===== src/core/copy_dma_map.svh =====
// Overview of operation
// - split copies into chunks of 128 bytes
// - idle gap between chunks, programmable length
// - linear address increment without ring modes
// - source wraps inside receive ring pages
// - target wraps inside transmit ring pages
// - ring flags held during copy, cleared after
// - launch bit starts copy, self-clears
// - writing zero to launch does nothing
// - force stop aborts, reads one until stopped
// - error flag on bad count or ranges
// - copy done flag in status bit 0
// - timer expired flag in status bit 1
// - index write selects register; 0xFF aborts
// - data reads return bytes LSB first
// - data writes buffered, committed on index write
// - internal map: 0x00,0x02,0x06,0x0A,0x0C
// - done interrupt when enable bit set
`ifndef COPY_DMA_MAP_SVH
`define COPY_DMA_MAP_SVH
`define SFR_STATUS       8'h94
`define SFR_INDEX        8'h9B
`define SFR_DATA         8'h9C
`define IDX_CMD          8'h00
`define IDX_SRC          8'h02
`define IDX_TGT          8'h06
`define IDX_CNT          8'h0A
`define IDX_TMR          8'h0C
`define IDX_ABORT        8'hFF
`define CMD_GO           0
`define CMD_FS           1
`define CMD_ERR          2
`define CMD_SRC_RING     4
`define CMD_TGT_RING     5
`define CMD_IRQ_EN       7
`define STS_DONE         0
`define STS_TIMER        1
`define CHUNK_BYTES      8'h80
`define CMD_RESET        8'h00
`define TMR_RESET        16'h0001
`endif


===== src/core/copy_dma_pkg.sv =====
package copy_dma_pkg;
   typedef enum logic [2:0] {
      ST_IDLE,
      ST_CHECK,
      ST_READ,
      ST_WRITE,
      ST_GAP,
      ST_ERROR
   } engine_state_t;
endpackage


===== src/core/ring_copy_dma.sv =====
`timescale 1ns/1ps
`include "copy_dma_map.svh"
module ring_copy_dma #(
   parameter int CNT_W = 16
) (
   input  wire logic        clk_i,
   input  wire logic        rst_n_i,
   input  wire logic        sfr_wr_i,
   input  wire logic        sfr_rd_i,
   input  wire logic [7:0]  sfr_addr_i,
   input  wire logic [7:0]  sfr_wdata_i,
   output logic      [7:0]  sfr_rdata_o,
   input  wire logic [15:0] rx_packet_ring_i,
   input  wire logic [7:0]  rx_ring_first_page_i,
   input  wire logic [7:0]  rx_ring_last_page_i,
   input  wire logic [15:0] tx_packet_ring_i,
   input  wire logic [7:0]  tx_ring_first_page_i,
   input  wire logic [7:0]  tx_ring_last_page_i,
   input  wire logic [7:0]  chunk_gap_setting_i,
   input  wire logic        timer_hit_i,
   output logic             mem_req_o,
   output logic             mem_we_o,
   output logic      [23:0] mem_addr_o,
   output logic      [7:0]  mem_wdata_o,
   input  wire logic [7:0]  mem_rdata_i,
   input  wire logic        mem_ack_i,
   output logic             irq_o,
   output logic      [9:0]  timer_timeout_o,
   output logic             timer_run_o
);
   logic [7:0]       cmd, next_cmd;
   logic [23:0]      src, next_src;
   logic [23:0]      tgt, next_tgt;
   logic [CNT_W-1:0] cnt, next_cnt;
   logic [15:0]      tmr, next_tmr;
   logic [7:0]       status, next_status;
   logic [7:0]       index, next_index;
   logic [23:0]      wbuf, next_wbuf;
   logic             wpend, next_wpend;
   logic [1:0]       rptr, next_rptr;
   logic [23:0]      cur_src, next_cur_src;
   logic [23:0]      cur_tgt, next_cur_tgt;
   logic [CNT_W-1:0] remain, next_remain;
   logic [7:0]       chunk_left, next_chunk_left;
   logic [7:0]       gap_cnt, next_gap_cnt;
   logic [7:0]       byte_hold, next_byte_hold;
   logic [7:0]       rdata, next_rdata;
   logic             irq, next_irq;
   copy_dma_pkg::engine_state_t state, next_state;
   logic [23:0]      src_step, tgt_step, sel_reg;
   logic             bad;
   logic [24:0]      src_end, tgt_end;
   logic [23:0]      rx_lo, rx_hi, tx_lo, tx_hi;
   function automatic logic [23:0] reg_value(input logic [7:0] idx, input logic [7:0] c,
                                             input logic [23:0] s, input logic [23:0] t,
                                             input logic [CNT_W-1:0] n, input logic [15:0] m);
      logic [23:0] v;
      unique case (idx)
         `IDX_CMD: v = {16'h0000, c};
         `IDX_SRC: v = s;
         `IDX_TGT: v = t;
         `IDX_CNT: v = {{(24-CNT_W){1'b0}}, n};
         `IDX_TMR: v = {8'h00, m};
         default:  v = 24'h000000;
      endcase
      return v;
   endfunction
   ring_addr_step u_src_step (
      .addr_i       (cur_src),
      .ring_i       (cmd[`CMD_SRC_RING]),
      .ring_base_i  (rx_packet_ring_i),
      .first_page_i (rx_ring_first_page_i),
      .last_page_i  (rx_ring_last_page_i),
      .next_addr_o  (src_step)
   );
   ring_addr_step u_tgt_step (
      .addr_i       (cur_tgt),
      .ring_i       (cmd[`CMD_TGT_RING]),
      .ring_base_i  (tx_packet_ring_i),
      .first_page_i (tx_ring_first_page_i),
      .last_page_i  (tx_ring_last_page_i),
      .next_addr_o  (tgt_step)
   );
   always_comb begin
      sel_reg = reg_value(index, cmd, src, tgt, cnt, tmr);
      src_end = {1'b0, src} + {{(25-CNT_W){1'b0}}, cnt};
      tgt_end = {1'b0, tgt} + {{(25-CNT_W){1'b0}}, cnt};
      rx_lo   = {rx_packet_ring_i, 8'h00} + {8'h00, rx_ring_first_page_i, 8'h00};
      rx_hi   = {rx_packet_ring_i, 8'hFF} + {8'h00, rx_ring_last_page_i, 8'h00};
      tx_lo   = {tx_packet_ring_i, 8'h00} + {8'h00, tx_ring_first_page_i, 8'h00};
      tx_hi   = {tx_packet_ring_i, 8'hFF} + {8'h00, tx_ring_last_page_i, 8'h00};
      bad = (cnt == '0) || (src == tgt)
         || (({1'b0, tgt} < src_end) && ({1'b0, src} < tgt_end))
         || (cmd[`CMD_SRC_RING] && ((src < rx_lo) || (src > rx_hi)))
         || (cmd[`CMD_TGT_RING] && ((tgt < tx_lo) || (tgt > tx_hi)));
   end
   always_comb begin
      next_cmd        = cmd;
      next_src        = src;
      next_tgt        = tgt;
      next_cnt        = cnt;
      next_tmr        = tmr;
      next_status     = status;
      next_index      = index;
      next_wbuf       = wbuf;
      next_wpend      = wpend;
      next_rptr       = rptr;
      next_cur_src    = cur_src;
      next_cur_tgt    = cur_tgt;
      next_remain     = remain;
      next_chunk_left = chunk_left;
      next_gap_cnt    = gap_cnt;
      next_byte_hold  = byte_hold;
      next_rdata      = rdata;
      next_irq        = 1'b0;
      next_state      = state;
      if (sfr_rd_i && sfr_addr_i == `SFR_DATA) begin
         next_rdata = sel_reg[rptr*8 +: 8];
         next_rptr  = (rptr == 2'd2) ? 2'd0 : rptr + 2'd1;
      end else if (sfr_rd_i && sfr_addr_i == `SFR_STATUS) begin
         next_rdata = status;
      end
      // data bytes shift in lsb first
      if (sfr_wr_i && sfr_addr_i == `SFR_DATA) begin
         next_wbuf  = {sfr_wdata_i, wbuf[23:8]};
         next_wpend = 1'b1;
      end
      if (sfr_wr_i && sfr_addr_i == `SFR_INDEX) begin
         next_index = sfr_wdata_i;
         next_rptr  = 2'd0;
         next_wpend = 1'b0;
         // commit only freshly loaded bytes, a read's index write must not
         if (wpend || sfr_wdata_i == `IDX_ABORT) begin
            unique case (sfr_wdata_i)
               `IDX_CMD: begin
                  next_cmd[`CMD_GO] = cmd[`CMD_GO] | wbuf[16 + `CMD_GO];
                  next_cmd[`CMD_FS]     = cmd[`CMD_FS] | wbuf[16 + `CMD_FS];
                  next_cmd[`CMD_IRQ_EN] = wbuf[16 + `CMD_IRQ_EN];
                  if (wbuf[16 + `CMD_GO] && !cmd[`CMD_GO]) begin
                     next_cmd[`CMD_SRC_RING] = wbuf[16 + `CMD_SRC_RING];
                     next_cmd[`CMD_TGT_RING] = wbuf[16 + `CMD_TGT_RING];
                  end
               end
               `IDX_SRC: next_src = wbuf;
               `IDX_TGT: next_tgt = wbuf;
               `IDX_CNT: next_cnt = wbuf[23:24-CNT_W];
               `IDX_TMR: next_tmr = wbuf[23:8];
               `IDX_ABORT: next_cmd[`CMD_FS] = cmd[`CMD_GO];
               default: ;
            endcase
         end
         if (sfr_wdata_i == `IDX_CMD) begin
            next_status[`STS_DONE] = 1'b0;
         end
      end
      // timer expiry sets the flag, only reset clears it
      if (timer_hit_i) begin
         next_status[`STS_TIMER] = 1'b1;
      end
      unique case (state)
         copy_dma_pkg::ST_IDLE: begin
            if (cmd[`CMD_GO] && !cmd[`CMD_FS] && !cmd[`CMD_ERR]) begin
               next_state = copy_dma_pkg::ST_CHECK;
            end
         end
         copy_dma_pkg::ST_CHECK: begin
            next_cur_src    = src;
            next_cur_tgt    = tgt;
            next_remain     = cnt;
            next_chunk_left = `CHUNK_BYTES;
            if (bad) begin
               next_cmd[`CMD_ERR] = 1'b1;
               next_state = copy_dma_pkg::ST_ERROR;
            end else begin
               next_state = copy_dma_pkg::ST_READ;
            end
         end
         copy_dma_pkg::ST_READ: begin
            if (mem_ack_i) begin
               next_byte_hold = mem_rdata_i;
               next_state = copy_dma_pkg::ST_WRITE;
            end
         end
         copy_dma_pkg::ST_WRITE: begin
            if (mem_ack_i) begin
               next_cur_src    = src_step;
               next_cur_tgt    = tgt_step;
               next_remain     = remain - 1'b1;
               next_chunk_left = chunk_left - 8'h01;
               if (remain == {{(CNT_W-1){1'b0}}, 1'b1}) begin
                  next_status[`STS_DONE] = 1'b1;
                  next_cmd[`CMD_GO]       = 1'b0;
                  next_cmd[`CMD_SRC_RING] = 1'b0;
                  next_cmd[`CMD_TGT_RING] = 1'b0;
                  next_irq   = cmd[`CMD_IRQ_EN];
                  next_state = copy_dma_pkg::ST_IDLE;
               end else if (chunk_left == 8'h01) begin
                  next_chunk_left = `CHUNK_BYTES;
                  next_gap_cnt    = chunk_gap_setting_i;
                  next_state      = copy_dma_pkg::ST_GAP;
               end else begin
                  next_state = copy_dma_pkg::ST_READ;
               end
            end
         end
         copy_dma_pkg::ST_GAP: begin
            if (gap_cnt == 8'h00) begin
               next_state = copy_dma_pkg::ST_READ;
            end else begin
               next_gap_cnt = gap_cnt - 8'h01;
            end
         end
         copy_dma_pkg::ST_ERROR: begin
            next_state = copy_dma_pkg::ST_ERROR;
         end
      endcase
      if (cmd[`CMD_FS] && state != copy_dma_pkg::ST_WRITE) begin
         next_cmd[`CMD_GO]       = 1'b0;
         next_cmd[`CMD_FS]       = 1'b0;
         next_cmd[`CMD_ERR]      = 1'b0;
         next_cmd[`CMD_SRC_RING] = 1'b0;
         next_cmd[`CMD_TGT_RING] = 1'b0;
         next_state = copy_dma_pkg::ST_IDLE;
      end
   end
   always_ff @(posedge clk_i or negedge rst_n_i) begin
      if (!rst_n_i) begin
         cmd        <= `CMD_RESET;
         src        <= 24'h000000;
         tgt        <= 24'h000000;
         cnt        <= '0;
         tmr        <= `TMR_RESET;
         status     <= 8'h00;
         index      <= 8'h00;
         wbuf       <= 24'h000000;
         wpend      <= 1'b0;
         rptr       <= 2'd0;
         cur_src    <= 24'h000000;
         cur_tgt    <= 24'h000000;
         remain     <= '0;
         chunk_left <= 8'h00;
         gap_cnt    <= 8'h00;
         byte_hold  <= 8'h00;
         rdata      <= 8'h00;
         irq        <= 1'b0;
         state      <= copy_dma_pkg::ST_IDLE;
      end else begin
         cmd        <= next_cmd;
         src        <= next_src;
         tgt        <= next_tgt;
         cnt        <= next_cnt;
         tmr        <= next_tmr;
         status     <= next_status;
         index      <= next_index;
         wbuf       <= next_wbuf;
         wpend      <= next_wpend;
         rptr       <= next_rptr;
         cur_src    <= next_cur_src;
         cur_tgt    <= next_cur_tgt;
         remain     <= next_remain;
         chunk_left <= next_chunk_left;
         gap_cnt    <= next_gap_cnt;
         byte_hold  <= next_byte_hold;
         rdata      <= next_rdata;
         irq        <= next_irq;
         state      <= next_state;
      end
   end
   assign sfr_rdata_o     = rdata;
   assign mem_req_o       = (state == copy_dma_pkg::ST_READ) || (state == copy_dma_pkg::ST_WRITE);
   assign mem_we_o        = (state == copy_dma_pkg::ST_WRITE);
   assign mem_addr_o      = (state == copy_dma_pkg::ST_WRITE) ? cur_tgt : cur_src;
   assign mem_wdata_o     = byte_hold;
   assign irq_o           = irq;
   assign timer_timeout_o = tmr[9:0];
   assign timer_run_o     = tmr[12];
endmodule


===== src/core/ring_addr_step.sv =====
`timescale 1ns/1ps
// next address: linear or wrapped within a page ring
module ring_addr_step (
   input  wire logic [23:0] addr_i,
   input  wire logic        ring_i,
   input  wire logic [15:0] ring_base_i,
   input  wire logic [7:0]  first_page_i,
   input  wire logic [7:0]  last_page_i,
   output logic      [23:0] next_addr_o
);
   logic [23:0] inc;
   logic [23:0] last_end;
   logic [23:0] first_start;
   always_comb begin
      inc         = addr_i + 24'h000001;
      last_end    = {ring_base_i, 8'hFF} + {8'h00, last_page_i, 8'h00};
      first_start = {ring_base_i, 8'h00} + {8'h00, first_page_i, 8'h00};
      next_addr_o = inc;
      if (ring_i && (addr_i == last_end)) begin
         next_addr_o = first_start;
      end
   end
endmodule


===== config.mk =====
export PLATFORM = sky130hd
export DESIGN_NAME = ring_copy_dma
export DESIGN_NICKNAME = d
export VERILOG_FILES = /design/src/core/copy_dma_pkg.sv /design/src/core/ring_copy_dma.sv /design/src/core/ring_addr_step.sv
export VERILOG_INCLUDE_DIRS = /design/src /design/src/core
export SDC_FILE = /design/constraint.sdc
export NUM_CORES = 1
export LEC_CHECK = 0
export BUFFER_PORTS_ARGS = -buffer_cell sky130_fd_sc_hd__buf_2
export CAP_MARGIN = 20
export CORE_AREA = 10 10 225 227
export DETAILED_ROUTE_END_ITERATION = 8
export DIE_AREA = 0 0 235 237
export GPL_TIMING_DRIVEN = 0
export PLACE_DENSITY_LB_ADDON = 0.15
export SYNTH_ARGS = -nofsm -noshare
export SYNTH_HDL_FRONTEND = slang
export SYNTH_SLANG_ARGS = --single-unit

===== constraint.sdc =====
create_clock -name clk_i -period 5.25 [get_ports clk_i]
set_input_delay 0.7875 -clock clk_i [delete_from_list [all_inputs] [get_ports clk_i]]
set_output_delay 0.7875 -clock clk_i [all_outputs]
set_load 0.005 [all_outputs]

[After elaboration in Yosys (flattened, before gate mapping)]
Cells that the tools add are included.
Storage, ports and cells
  bits in registers: 223
  input bits: 102
  bits in writable memories: 0
  word-level logic and storage cells: 187
  output and inout bits: 54
  ROM bits: 0
  latch bits: 0
  memories kept: 0
Operators by class
  bitwise gates (word level): 2
  equal/unequal tests: 32
  reduce and logical (&&, ||, !) cells: 50
  add/sub/neg operators: 12
  multipliers: 0
  multiplexer cells: 61
  $lt $le $gt $ge: 6
  shift operators: 1
  divide/modulo/power cells: 0
Operators by type and width (number)
  24-bit two-way mux: 5
  24-bit case mux with 5 select lines: 1
  24-bit by 16-bit adder with 24-bit output: 4
  24-bit case mux with 2 select lines: 2
  24-bit equality test: 3
  8-bit two-way mux: 9
  24-bit by 16-bit adder with 25-bit output: 2
  24-bit by 25-bit less-than comparator with 1-bit output: 2
  24-bit by 1-bit adder with 24-bit output (second input constant): 2
  24-bit greater-than comparator: 2
  24-bit less-than comparator: 2
  8-bit by 4-bit equality test with 1-bit output (second input constant): 4
  8-bit equality test (second input constant): 4
  16-bit case mux with 2 select lines: 1
  8-bit case mux with 2 select lines: 2
  3-bit two-way mux: 9
  2-bit two-way mux: 13
  8-bit logical NOT: 3
  24-bit by 6-bit indexed part select with 8-bit output: 1
  3-bit case mux with 6 select lines: 1
  3-bit AND reduction: 6
  2-bit nonzero test: 9
  16-bit by 1-bit equality test with 1-bit output (second input constant): 1
  8-bit by 2-bit equality test with 1-bit output (second input constant): 2
  27 further kinds: 74

[Depth between registers and ports, before layout]
  word-level depth: 10
  gate-level depth with buffers: 21
  gate-level depth less buffers: 21

[Hierarchy]
A second synthesis with hierarchy kept.
Unflattened totals
  cells, all modules: 2344
  area, all modules: 20452.1 µm²
By module, submodules not included
  ring_copy_dma: cells each 1876, area an instance 16966.3 µm², times used 1, sequential area each 5581.6 µm²
  ring_addr_step: cells each 234, area an instance 1742.9 µm², times used 2, sequential area each 0.0 µm²

[Worst setup path before layout]
OpenSTA, ideal clock, no wires.
  path type: input to register
  start point: in rx_packet_ring_i[5]
  end point: reg state[2]
  stages on the path: 17
  setup time: 0.135 ns
  data arrival time: 4.107 ns
  data required time: 5.115 ns
  path buffers: 0
  slack: 1.008 ns
  path through: ha_1 > or3_1 > nand2_1 > a21oi_1 > a21oi_1 > xnor2_1 > inv_1 > ha_1 > a21o_1 > a21o_1 > a211o_1 > o211ai_1 > a21oi_1 > o311ai_0 > o2111ai_1 > o211ai_1 > o211ai_1
On the way
  longest elaborated chain between the ends: 9
  elaborated cells between the ends (all ways): 11
  classes of those cells: add/sub: 2; order compare: 2; mux: 3; reduce/logical: 4
Ends and longest elaborated chain
  from (decl): line ring_copy_dma.sv:13  | input wire logic [15:0] rx_packet_ring_i,
  24-bit by 16-bit adder with 24-bit output, on equally long branches: line ring_copy_dma.sv:88, ring_copy_dma.sv:89
  24-bit less-than comparator / 24-bit greater-than comparator (equally long branches): line ring_copy_dma.sv:94  | || (cmd[`CMD_SRC_RING] && ((src < rx_lo) || (src > rx_hi)))
  1-bit logical OR *: line ring_copy_dma.sv:94
  1-bit logical AND *: line ring_copy_dma.sv:94
  1-bit logical OR * (2 in a row): line ring_copy_dma.sv:92  | bad = (cnt == '0) || (src == tgt)
  3-bit two-way mux *: line ring_copy_dma.sv:171  | if (bad) begin
  3-bit case mux with 6 select lines *: line ring_copy_dma.sv:160  | unique case (state)
  3-bit two-way mux *: line ring_copy_dma.sv:217  | if (cmd[`CMD_FS] && state != copy_dma_pkg::ST_WRITE) begin
  to (signal assigned): line ring_copy_dma.sv:246  | state <= copy_dma_pkg::ST_IDLE;
  to (signal assigned): line ring_copy_dma.sv:266  | state <= next_state;
  to (decl): line ring_copy_dma.sv:49  | copy_dma_pkg::engine_state_t state, next_state;
Every way passes the cells marked *; elsewhere a longest branch is shown, timed or not.
A chain may end at the register's enable or synchronous reset.

[Worst setup path after layout]
  start point: reg src[0]
  end point: reg state[2]
On the way
  longest elaborated chain between the ends: 9
  elaborated cells between the ends (all ways): 16
  classes of those cells: add/sub: 1; order compare: 4; eq/ne: 1; mux: 3; reduce/logical: 7
Ends and longest elaborated chain
  from (decl): line ring_copy_dma.sv:32  | logic [23:0] src, next_src;
  from (signal assigned): line ring_copy_dma.sv:249  | src <= next_src;
  24-bit by 16-bit adder with 25-bit output: line ring_copy_dma.sv:86  | src_end = {1'b0, src} + {{(25-CNT_W){1'b0}}, cnt};
  24-bit by 25-bit less-than comparator with 1-bit output: line ring_copy_dma.sv:93  | || (({1'b0, tgt} < src_end) && ({1'b0, src} < tgt_end))
  1-bit logical AND: line ring_copy_dma.sv:93
  1-bit logical OR: line ring_copy_dma.sv:93
  1-bit logical OR * (2 in a row): line ring_copy_dma.sv:92
  3-bit two-way mux *: line ring_copy_dma.sv:171
  3-bit case mux with 6 select lines *: line ring_copy_dma.sv:160
  3-bit two-way mux *: line ring_copy_dma.sv:217
Marked as above.

==> metrics <==
synthesized area=roughly 0.019 sq mm; fin crit period=4.979 ns; CTS tree=built; NumNets Final=2,620; H-tree levels=1; largest net degree at the start of global routing=92; Power Dens Cells=266.6 mW/mm^2; Core Util, Final=0.4684; Setup Crit Path Kind=flop to flop; Comb pwr share=0.309; Slew @ Worst Pin=0.9865 ns; Post-synth top flop=dfrtp_1; # fillers=about 4,400; Yosys top cell by area=dfrtp_1; max-slew violations=0; DR vias/cell=between 6 and 7; Critical Path Max Stage Delay=0.56 ns; cell-internal power=3.600 mW; chip width=235 um; Rows=79; RSZ-0062 raised after global routing=no; Yosys top cell area share=0.2909; Post-synth EDFFs=0; Clock Sinks=223; commonest cells after routing, fill and taps aside=dfrtp_1, nand2_1, ha_1; clock share of power=0.331; final cell count without fillers=2,959; Fmax=200.8 MHz; Yosys Warn Count=0; status=finished, final reports clean; Sw Share=0.3754; fin crit share=0.9484; placed cells=2,906; Synth Area per Inst=8.878 sq um; Reg power frac=0.360; crit-path cells=ha_1, fa_1, a21o_1, a21oi_2, o21ai_0, a2111oi_2, nor2_1, a21o_1, a21oi_1, xor2_1, ha_1, nand4_1, a211oi_1, nor4_1, nand3_1, a211oi_1, a211oi_1, o2111ai_2, buf_4, o211ai_1, o211ai_1; routed wire length=71,960 um; Detailed Routing Iterations Pass 1=5; Yosys cell types=84; worst skew pair latency=0.58 ns; commonest non-fill, non-tap cell in the layout=dfrtp_1; Core ar.=approximately 0.046 sq mm; sequential share of the synthesized area=0.2923; initial antenna violation count=1; Hold Crit Class=input pin to async pin; CP startpoint kind=flop; clk slew on worst S/H paths=0.06 ns; Clock Tree Root=clkbuf_16; Final WS setup=0.2708 ns; Starting Density=0.4137; area grow syn2layout=13.21%; Final setup viols=0; peak supply drop=approximately 0.22 mV; total chip power=just under 6 mW; fraction of layout cells with a size suffix above 1=0.1656; wire per inst=approximately 24 um; Slew Limit Headroom=0.3373; CTS Buffer Depth=3; worst slack, placed=-0.4486 ns; global route overflow=0; P_leak=9.952 nW; async set-reset flop share out of synthesis=1.000; Cells after Synth=2,151; vias post-DR=17,968; initial DRC count=1,671; RePlAce Congestion=between 0.9 and 1; Max-cap violations=0; slowest CP cell=a2111oi_2; DIE AREA=approximately 0.056 sq mm; antenna viol nets, final=0; synthesized flop and latch total=223; DRC Markers=0; vias in the first global route=about 17,000; crit path DAT=~5.4 ns; Worst Path Max Fanout=7; Synth area leaders=dfrtp_1, ha_1, mux2_2; Synthesized Nets=2,440; I/O Pins=~160; setup tns final=0 ns; clk_skew=0.02422 ns; Die Ht=around 240 um; Post-DP HPWL=55,060 um; input/output buffers=145; GRT Util Overall=0.2462; Critical Path RT=roughly 5.7 ns; CP most frequent cell=a211oi_1; Final Hold Fails=0; first-pass GRT wire length=roughly 110,000 um; Psw=2.164 mW; CP Capture Type=flop; TritonCTS Buffers=26
## power by group through the flow
stage          combinational (mW)  sequential [mW]  clock (mW)
2_1_floorplan                1.15             2.05           0
3_3_place_gp                 1.72             2.09           0
3_5_place_dp                 1.76             2.10           0
4_1_cts                      1.76             2.07        1.93
5_1_grt                      1.96             2.10        2.00
6_report                     1.78             2.07        1.91
## routing by layer
metal / wire [um] / vias to the layer above / share of wire / GRT usage
met5: 0 / - / 0 / 0
met2: 33490 / 705 / 0.47 / 0.4050
met1: 31330 / 8860 / 0.44 / 0.3322
li1: - / 8292 / - / -
met4: 2110 / 0 / 0.029 / 0.07155
met3: 5029 / 111 / 0.070 / 0.03022
## synth_stat cells (all sizes together), types with 7 or more instances
master / n
a31oi: 12
a22oi: 48
nand2b: 20
nand2: 206
o211ai: 14
nor3b: 9
a21o: 49
o21a: 18
a211oi: 27
o221ai: 7
xnor2: 97
a221oi: 16
buf: 32
and2: 17
clkbuf: 94
nand4: 48
xor2: 75
and3: 18
nor3: 42
and4: 8
o2111ai: 8
nor2: 163
o21ai: 129
mux2i: 31
or3: 17
nor2b: 19
ha: 181
o21bai: 7
mux2: 128
nor4: 17
dfrtp: 222
a221o: 18
nand3: 60
a21oi: 125
inv: 54
a22o: 8
or2: 9
a32oi: 8
## what timing repair did
item                                    4_1_cts  5_1_grt
pin swaps                                     1        3
hold buffers                                  0        0
resized for setup                             3        9
endpoints found under the setup margin        4        4
buffers inserted                              1        0
## logic make-up after synthesis
kind of cell | synth area share
multiplexers | 0.09173
buffers and inverters | 0.04082
adder cells (fa/ha/maj) | 0.1249
flip-flops | 0.2923
AO/OA/AOI/OAI | 0.1909
XOR/XNOR | 0.08485
AND/OR/NAND/NOR | 0.1746
## sequential cells by signal, indices dropped and copies added, names as in the netlist, 16 cells and up
register,cells
cnt,16
cur_src,24
cur_tgt,24
remain,16
src,24
tgt,24
tmr,16
wbuf,24
## worst max-delay path, delay by kind of cell, from the launching register on
| kind | cells | cell delay, ns |
|---|---|---|
| xor gates and xnor gates | 1 | 0.10 |
| and+or+nand+nor | 4 | 0.50 |
| adders and majority gates | 3 | 0.97 |
| AOI/OAI and AO/OA | 12 | 2.51 |
| DFF | 1 | 0.50 |
| buffers and inverters | 1 | 0.22 |
## area by class of cell
class,instances,area [sq um],area share
Multi-Input combinational cell,1746,12770,0.5908
Sequential cell,223,5587,0.2584
Buffer,126,569.3,0.02633
Antenna cell,3,7.507,0.0003472
Clock buffer,34,750.7,0.03472
Inverter,56,210.2,0.009723
Timing Repair Buffer,152,818.3,0.03785
Tap cell,607,759.5,0.03513
Clock inverter,12,145.1,0.006713
## metrics by stage
stage               hold WS [ns]  cell area (sq um)
finish                    0.1566              21620
global route              0.1966              21610
CTS                       0.1749              21570
detailed placement        0.4699              20650
global placement          0.4570              20580
floorplan                 0.4403              19100
## path summary, 6_finish.rpt
check | end | start | depth (start not counted) | slack (ns)
min reg2reg | sfr_rdata_o[0] | sfr_rdata_o[0] | 2 | 0.48
max reg2reg | state[2] | src[0] | 21 | 0.27
min | gap_cnt[6] | rst_n_i | 1 | 0.16
max | state[2] | src[0] | 21 | 0.27
min in group clk_i | status[1] | timer_hit_i | 2 | 0.40
max in group asynchronous | src[11] | rst_n_i | 2 | 4.24
(Power assumes the default switching activity.)
